===== config.mk =====
export PLATFORM = sky130hd
export DESIGN_NAME = cpu_register_file
export DESIGN_NICKNAME = d
export VERILOG_FILES = /design/src/hw/cpu_regs_pkg.sv /design/src/hw/cpu_register_file.sv
export VERILOG_INCLUDE_DIRS = /design/src /design/src/hw
export SDC_FILE = /design/constraint.sdc
export NUM_CORES = 1
export LEC_CHECK = 0
export ABC_AREA = 1
export BUFFER_PORTS_ARGS = -buffer_cell sky130_fd_sc_hd__buf_4
export CORE_ASPECT_RATIO = 1.25
export CORE_UTILIZATION = 55
export DETAILED_ROUTE_END_ITERATION = 12
export PLACE_DENSITY = 0.77
export SYNTH_ARGS = -nofsm -noshare
export SYNTH_HDL_FRONTEND = slang
export SYNTH_SLANG_ARGS = --single-unit

===== constraint.sdc =====
create_clock -name clock -period 4.8 [get_ports clock]
set_input_delay 0.24 -clock clock [delete_from_list [all_inputs] [get_ports clock]]
set_output_delay 0.24 -clock clock [all_outputs]
set_load 0.02 [all_outputs]

===== src/hw/cpu_regs_regs.svh =====
// Constants for the CPU register file and operand decode
`ifndef CPU_REGS_REGS_SVH
`define CPU_REGS_REGS_SVH
`define REG_IP 4'h0
`define REG_SP 4'h1
`define REG_FW 4'h2
`define REG_CG 4'h3
`define FW_C 0
`define FW_Z 1
`define FW_N 2
`define FW_GIE 3
`define FW_HALT 4
`define FW_XTAL 5
`define FW_DCGEN 6
`define FW_SUBCLK 7
`define FW_V 8
`define FW_RESET 16'h0000
`define SP_RESET 16'h0000
`define IP_RESET 16'h0000
`define ADDR_RD 4'h0
`define ADDR_WR 4'h1
`define ADDR_FW 4'h2
`define ADDR_IDX 4'h3
`define CONST_4 16'h0004
`define CONST_8 16'h0008
`define CONST_0 16'h0000
`define CONST_1 16'h0001
`define CONST_2 16'h0002
`define CONST_M1 16'hFFFF
`endif


===== src/hw/cpu_regs_pkg.sv =====
// Types for the CPU register file
package cpu_regs_pkg;
  typedef enum logic [1:0] {
    AM_REG,
    AM_INDEXED,
    AM_INDIRECT,
    AM_AUTOINC
  } src_mode_e;
  typedef enum logic [2:0] {
    OP_NONE,
    OP_ADD,
    OP_SUB,
    OP_LOGIC
  } alu_kind_e;
  typedef struct packed {
    logic [3:0] reg_idx;
    logic [1:0] source_mode_field;
    logic byte_op;
  } src_sel_s;
  typedef struct packed {
    logic valid;
    logic [3:0] reg_idx;
    logic byte_op;
    logic [15:0] data;
  } reg_wr_s;
  typedef struct packed {
    logic valid;
    alu_kind_e kind;
    logic byte_op;
    logic [15:0] op_a;
    logic [15:0] op_b;
    logic [16:0] result;
  } flag_upd_s;
endpackage


===== src/hw/cpu_register_file.sv =====
// Sixteen-entry CPU register file with operand mode decode
`timescale 1ns/1ps
`default_nettype none
`include "cpu_regs_regs.svh"
module cpu_register_file (
  input wire logic clock,
  input wire logic arst_n,
  input wire cpu_regs_pkg::src_sel_s src_sel,
  input wire logic [15:0] src_ext_word,
  input wire logic src_done,
  input wire cpu_regs_pkg::reg_wr_s reg_wr,
  input wire cpu_regs_pkg::flag_upd_s flag_upd,
  input wire logic instr_done,
  input wire logic [2:0] instr_len,
  input wire logic push_req,
  input wire logic pop_req,
  input wire logic pop_to_sp,
  input wire logic [15:0] pop_data,
  input wire logic [3:0] sw_addr,
  input wire logic [15:0] sw_wdata,
  input wire logic sw_write,
  input wire logic sw_read,
  input wire logic dco_feeds_clock,
  input wire logic xtal_feeds_clock,
  input wire logic irq_pending,
  output logic [15:0] sw_rdata,
  output logic [15:0] src_operand,
  output logic [15:0] src_address,
  output logic src_is_addr,
  output logic src_needs_word,
  output logic [15:0] instr_pointer_out,
  output logic [15:0] stack_pointer_out,
  output logic subsystem_clock_off,
  output logic dc_gen_off,
  output logic crystal_off,
  output logic cpu_halted,
  output logic irq_take
);
  logic [15:0] regs_q [4:15];
  logic [15:0] instr_pointer_q;
  logic [15:0] stack_pointer_q;
  logic [15:0] flag_word_q;
  logic [15:0] sel_reg;
  logic [15:0] step;
  logic [15:0] wr_val;
  logic [16:0] res;
  logic sign_r;
  logic sign_a;
  logic sign_b;
  logic ovf;
  logic [15:0] flags_d;
  logic [3:0] sw_reg;
  cpu_regs_pkg::src_mode_e mode;

  // Byte writes zero the upper half
  always_comb begin
    wr_val = reg_wr.byte_op ? {8'h00, reg_wr.data[7:0]} : reg_wr.data;
  end

  always_comb begin
    mode = cpu_regs_pkg::src_mode_e'(src_sel.source_mode_field);
  end

  // Register read for the source operand
  always_comb begin
    unique case (src_sel.reg_idx)
      `REG_IP: sel_reg = instr_pointer_q;
      `REG_SP: sel_reg = stack_pointer_q;
      `REG_FW: sel_reg = flag_word_q;
      `REG_CG: sel_reg = `CONST_0;
      default: sel_reg = regs_q[src_sel.reg_idx];
    endcase
  end

  // Autoincrement step; stack and pointer stay even so always two there
  always_comb begin
    if (src_sel.byte_op && src_sel.reg_idx != `REG_IP && src_sel.reg_idx != `REG_SP) begin
      step = 16'h0001;
    end else begin
      step = 16'h0002;
    end
  end

  // Operand decode registered toward the datapath
  always_ff @(posedge clock or negedge arst_n) begin
    if (!arst_n) begin
      src_operand <= 16'h0000;
      src_address <= 16'h0000;
      src_is_addr <= 1'b0;
      src_needs_word <= 1'b0;
    end else begin
      src_is_addr <= 1'b0;
      src_needs_word <= 1'b0;
      src_address <= 16'h0000;
      src_operand <= sel_reg;
      if (src_sel.reg_idx == `REG_CG) begin
        unique case (mode)
          cpu_regs_pkg::AM_REG: src_operand <= `CONST_0;
          cpu_regs_pkg::AM_INDEXED: src_operand <= `CONST_1;
          cpu_regs_pkg::AM_INDIRECT: src_operand <= `CONST_2;
          cpu_regs_pkg::AM_AUTOINC: src_operand <= `CONST_M1;
        endcase
      end else if (src_sel.reg_idx == `REG_FW && mode != cpu_regs_pkg::AM_REG) begin
        unique case (mode)
          cpu_regs_pkg::AM_INDEXED: begin
            src_address <= src_ext_word;
            src_is_addr <= 1'b1;
            src_needs_word <= 1'b1;
          end
          cpu_regs_pkg::AM_INDIRECT: src_operand <= `CONST_4;
          default: src_operand <= `CONST_8;
        endcase
      end else begin
        unique case (mode)
          cpu_regs_pkg::AM_REG: src_operand <= sel_reg;
          cpu_regs_pkg::AM_INDEXED: begin
            src_address <= sel_reg + src_ext_word;
            src_is_addr <= 1'b1;
            src_needs_word <= 1'b1;
          end
          cpu_regs_pkg::AM_INDIRECT: begin
            src_address <= sel_reg;
            src_is_addr <= 1'b1;
          end
          cpu_regs_pkg::AM_AUTOINC: begin
            src_address <= sel_reg;
            src_is_addr <= 1'b1;
          end
        endcase
      end
    end
  end

  // Instruction pointer; datapath writes win as branches
  always_ff @(posedge clock or negedge arst_n) begin
    if (!arst_n) begin
      instr_pointer_q <= `IP_RESET;
    end else if (reg_wr.valid && reg_wr.reg_idx == `REG_IP) begin
      instr_pointer_q <= {wr_val[15:1], 1'b0};
    end else if (sw_write && sw_addr == `ADDR_WR && sw_wdata[3:0] == `REG_IP) begin
      instr_pointer_q <= instr_pointer_q;
    end else if (src_done && src_sel.reg_idx == `REG_IP && mode == cpu_regs_pkg::AM_AUTOINC) begin
      instr_pointer_q <= instr_pointer_q + 16'h0002;
    end else if (instr_done && !flag_word_q[`FW_HALT]) begin
      instr_pointer_q <= instr_pointer_q + {12'h000, instr_len, 1'b0};
    end
  end

  // Stack pointer; loads clear bit 0 and every step is two so it stays even
  always_ff @(posedge clock or negedge arst_n) begin
    if (!arst_n) begin
      stack_pointer_q <= `SP_RESET;
    end else if (pop_req && pop_to_sp) begin
      stack_pointer_q <= {pop_data[15:1], 1'b0};
    end else if (reg_wr.valid && reg_wr.reg_idx == `REG_SP) begin
      stack_pointer_q <= {wr_val[15:1], 1'b0};
    end else if (push_req) begin
      stack_pointer_q <= stack_pointer_q - 16'h0002;
    end else if (pop_req) begin
      stack_pointer_q <= stack_pointer_q + 16'h0002;
    end else if (src_done && src_sel.reg_idx == `REG_SP && mode == cpu_regs_pkg::AM_AUTOINC) begin
      stack_pointer_q <= stack_pointer_q + 16'h0002;
    end
  end

  // General-purpose registers, one slice per entry
  for (genvar g = 4; g < 16; g++) begin : gp
    always_ff @(posedge clock or negedge arst_n) begin
      if (!arst_n) begin
        regs_q[g] <= 16'h0000;
      end else if (reg_wr.valid && reg_wr.reg_idx == 4'(g)) begin
        regs_q[g] <= wr_val;
      end else if (src_done && src_sel.reg_idx == 4'(g) && mode == cpu_regs_pkg::AM_AUTOINC) begin
        regs_q[g] <= regs_q[g] + step;
      end
    end
  end

  // Flag computation from the datapath result
  always_comb begin
    res = flag_upd.result;
    sign_r = flag_upd.byte_op ? res[7] : res[15];
    sign_a = flag_upd.byte_op ? flag_upd.op_a[7] : flag_upd.op_a[15];
    sign_b = flag_upd.byte_op ? flag_upd.op_b[7] : flag_upd.op_b[15];
    unique case (flag_upd.kind)
      cpu_regs_pkg::OP_ADD: ovf = (sign_a == sign_b) && (sign_r != sign_a);
      cpu_regs_pkg::OP_SUB: ovf = (sign_a != sign_b) && (sign_r != sign_a);
      default: ovf = 1'b0;
    endcase
    flags_d = flag_word_q;
    flags_d[`FW_N] = sign_r;
    flags_d[`FW_Z] = flag_upd.byte_op ? (res[7:0] == 8'h00) : (res[15:0] == 16'h0000);
    flags_d[`FW_C] = flag_upd.byte_op ? res[8] : res[16];
    flags_d[`FW_V] = ovf;
  end

  // Flag word: of the datapath writes only word ones reach it; debug writes and flag updates also load it
  always_ff @(posedge clock or negedge arst_n) begin
    if (!arst_n) begin
      flag_word_q <= `FW_RESET;
    end else if (reg_wr.valid && reg_wr.reg_idx == `REG_FW && !reg_wr.byte_op) begin
      flag_word_q <= reg_wr.data;
    end else if (sw_write && sw_addr == `ADDR_FW) begin
      flag_word_q <= sw_wdata;
    end else if (flag_upd.valid && flag_upd.kind != cpu_regs_pkg::OP_NONE) begin
      flag_word_q <= flags_d;
    end
  end

  // Clock and CPU control outputs
  always_ff @(posedge clock or negedge arst_n) begin
    if (!arst_n) begin
      subsystem_clock_off <= 1'b0;
      dc_gen_off <= 1'b0;
      crystal_off <= 1'b0;
      cpu_halted <= 1'b0;
      irq_take <= 1'b0;
    end else begin
      subsystem_clock_off <= flag_word_q[`FW_SUBCLK];
      dc_gen_off <= flag_word_q[`FW_DCGEN] && !dco_feeds_clock;
      crystal_off <= flag_word_q[`FW_XTAL] && !xtal_feeds_clock;
      cpu_halted <= flag_word_q[`FW_HALT];
      irq_take <= irq_pending && flag_word_q[`FW_GIE];
    end
  end

  // Pointer copies for the fetch and stack address paths
  always_ff @(posedge clock or negedge arst_n) begin
    if (!arst_n) begin
      instr_pointer_out <= 16'h0000;
      stack_pointer_out <= 16'h0000;
    end else begin
      instr_pointer_out <= instr_pointer_q;
      stack_pointer_out <= stack_pointer_q;
    end
  end

  // Debug read port; index register picks which entry is read
  always_ff @(posedge clock or negedge arst_n) begin
    if (!arst_n) begin
      sw_reg <= 4'h0;
    end else if (sw_write && sw_addr == `ADDR_IDX) begin
      sw_reg <= sw_wdata[3:0];
    end
  end

  always_ff @(posedge clock or negedge arst_n) begin
    if (!arst_n) begin
      sw_rdata <= 16'h0000;
    end else if (sw_read) begin
      unique case (sw_addr)
        `ADDR_FW: sw_rdata <= flag_word_q;
        `ADDR_IDX: sw_rdata <= {12'h000, sw_reg};
        `ADDR_RD: begin
          unique case (sw_reg)
            `REG_IP: sw_rdata <= instr_pointer_q;
            `REG_SP: sw_rdata <= stack_pointer_q;
            `REG_FW: sw_rdata <= flag_word_q;
            `REG_CG: sw_rdata <= 16'h0000;
            default: sw_rdata <= regs_q[sw_reg];
          endcase
        end
        default: sw_rdata <= 16'h0000;
      endcase
    end else begin
      sw_rdata <= 16'h0000;
    end
  end
endmodule
`default_nettype wire


==> impl.org <==
** Detailed routing
- The first routing iteration left about 3,000 violations.
- Via-to-Cell Ratio :: 6.481
- The final route contains roughly 25,000 vias.
- The detail route stage leaves a number of antenna-violating nets equal to 0.
- Final routed wirelength across all metal layers :: about 100 mm
- Dividing the detail-routed wire length by the instance count gives between 20 and 30 um.
- The first TritonRoute pass finished after 8 iterations.
- DRC violation count after routing :: 0

** Setup path
- Crit Path Category :: input port to flop
- For the worst setup path, the data arrival time is 3.96 ns.
- Worst Reg2Reg Path Length in Cells :: 16
- Required time at the endpoint of the critical path :: between 5 and 6 ns
- Startpoint type of the worst setup path :: input port
- Critical-path maximum fanout :: 19
- STA classifies the critical path endpoint as a flop.

** Clocking
- Post-cts gate resize count :: 0
- Root Buffer Master :: clkbuf_16
- CTS Buffer Depth :: 3
- The number of setup buffers added after CTS is 0.
- The clock reaches the later pin of the worst-skew pair after just over 0.6 ns.
- CTS Buf Count :: 38
- TritonCTS built the clock tree.
- Hold repair after CTS inserted 36 buffers.
- Num Clock Sinks :: 327
- Number of H-tree branching levels :: 2
- Clk pin slew, worst setup/hold paths :: ~0.06 ns

** GRT
- Number of antenna violations at the first check in global routing :: 9
- Vias in the first global route :: 24,130
- The first global-routing pass estimated between 150 and 200 mm of wire.
- Total track usage :: 0.4861
- Entering global routing, the biggest net connects ~120 pins.
- After global routing the overflow that remains totals 0.

** STA
- Maximum clock frequency :: about 290 MHz
- Final worst setup slack :: about 1.3 ns
- Of the available clock period, the critical path in the final layout requires 0.7195.
- The tightest hold path in the finished design has a slack of between 0.004 and 0.005 ns.
- For the finished layout, the period the worst path requires is ~3.5 ns.
- Max-slew violation count :: 0
- On the final layout, the worst clock skew is approximately 0.033 ns.
- Setup violations remaining at the end of the flow were counted as 0.
- The worst pin sits at a relative slew slack of 0.1708.
- The final count of hold timing violations is 0.
- Setup repair after global routing left no endpoint under its margin.
- Total Neg Setup Slack :: 0 ns
- Slew at the pin with the worst max-slew slack :: between 1 and 1.5 ns

** Synthesis
- In this run the mean area of a mapped cell was 7.363 um^2.
- After synthesis the cells add up to between 20,000 and 25,000 um^2.
- Number of enable flip-flop cells after synthesis :: 0
- Yosys top cell area share :: 0.3547
- Library cell occupying the most area in the post-synthesis netlist :: dfrtp_1
- Sequential fraction of the synthesis area :: 0.3547
- Synth async-reset ratio :: 1.000
- Counting flops and latches in the post-synthesis netlist gives 327.
- Largest cells by area after synthesis :: dfrtp_1, nand2_1, inv_1
- Distinct cell type count after synthesis :: between 50 and 60
- The cell count after synthesis came out at about 3,100.
- Leading register cell type out of synthesis :: dfrtp_1
- During synthesis, Yosys emitted a total of 0 warnings.

** Place
- The placed instances occupy a cell area of 24,960 um^2.
- Post-detail-place hpwl :: roughly 75 mm
- The number of placed instances, taps included, is roughly 3,800.
- Routability congestion estimate from global placement :: around 1.1
- Count of input and output buffers :: around 200
- Prior to clock tree synthesis, the placed netlist has a worst setup slack of 0.9775 ns.

** Final layout
- The area growth from synthesis to layout is 15.35%.
- Final instance area :: around 27,000 um^2
- Count of nets after finishing :: between 3,000 and 4,000
- Counting flops per register, the top entry is regs_q.
- Leading cell type in the layout, fill and taps excluded :: nand2_1
- Top library cells by usage in the layout, fill and taps aside :: nand2_1, inv_1, dfrtp_1
- The register with the most flip-flops in the layout has 192 of them.
- Final cell count without fillers :: 3,896
- In the final layout, the share of cells above drive strength 1 is 0.1168.
- Measured on the finished design, the core utilization comes to 0.6454.

** Floorplan
- The initial utilization of the core area, before any placement, comes to 0.5595.
- Die Span Y :: between 200 and 250 um
- The initialized floorplan defines 83 standard-cell rows.
- In this run the horizontal extent of the chip is 185.2 um.
- Number of placed I/O pins :: about 240
- Die footprint :: 42,770 um^2
- Core area :: between 40,000 and 50,000 um^2

** Pwr
- Cell leakage power :: 12.37 nW
- Dividing total power by cell area gives a power density of 461.2 nW/um^2.
- Overall power after layout :: 12.27 mW
- Across the VDD grid, the largest voltage drop is 0.0002951 V.

** Worst hold path
- Worst hold path class :: input port to flop
- Worst hold path depth :: 3

** Flow run
- Across the run, the number of max-cap violations was 0.

** Outcome
- The run finished with clean final reports.
## critical path, stage by stage
cell	delay, ns
buf_4	0.14
inv_1	0.14
nand2_2	0.33
buf_4	0.33
o22ai_1	0.73
nor3_1	0.17
a21oi_1	0.16
nand2_1	0.14
nand2_1	0.12
inv_1	0.07
ha_1	0.31
inv_1	0.09
nor3_1	0.24
and2_1	0.16
nand2_1	0.05
nand2_1	0.16
inv_1	0.06
nand3_1	0.08
nand3_1	0.06
a21oi_1	0.15
## cell families after synthesis
| logic type | Yosys count | share of synthesized area |
|---|---|---|
| AOI/OAI and AO/OA | 749 | 0.2034 |
| xor gates and xnor gates | 170 | 0.06455 |
| other | 1 | 0.0001626 |
| DFF | 327 | 0.3547 |
| and+or+nand+nor | 1288 | 0.2399 |
| muxes | 2 | 0.0008679 |
| adders and majority gates | 76 | 0.04611 |
| buffers and inverters | 520 | 0.09037 |
## cell usage after synthesis (42+ instances only)
cell type  count
nand2_1      677
inv_1        349
dfrtp_1      327
nor2_1       275
a21oi_1      237
nand3_1      176
o21ai_0      143
xor2_1       141
o221ai_1      98
o22ai_1       90
clkbuf_1      80
ha_1          61
nand4_1       58
o211ai_1      42
## power breakdown
group          switching (mW)  total [mW]  internal, mW  leakage [nW]
combinational            3.00        4.63          1.63          7.76
sequential               1.10        4.57          3.47          3.98
clock                    1.30        3.07          1.77         0.627
## final timing paths
kind                            slack (ns)               start                    end
worst min register to register        0.39  stack_pointer_q[2]   stack_pointer_out[2]
worst min-delay path                 0.005          src_sel[1]            src_is_addr
max in group asynchronous             3.35              arst_n             regs_q[29]
worst max-delay path                  1.35          src_sel[4]        src_address[15]
min in group asynchronous             0.27              arst_n  stack_pointer_out[14]
worst max register to register        1.46          regs_q[45]        src_address[15]
## routing by layer
layer  track usage  up-vias  wire [um]
met5             0        -         33
met4        0.4352        4      11320
met3        0.1513      565      12380
met2        0.7296     1855      44370
met1        0.5535    11850      35240
li1              -    10970          -
## cell type report
cell class | instances | area, um^2
fill | 3654 | 14620
multi-input combinational | 2287 | 12810
sequential | 327 | 8184
timing repair buffer | 273 | 2185
inverter | 385 | 1448
clock buffer | 53 | 1097
tap | 552 | 690.7
clock inverter | 13 | 177.7
antenna | 6 | 15.01
Note: power is estimated with default switching activity, not from simulation.
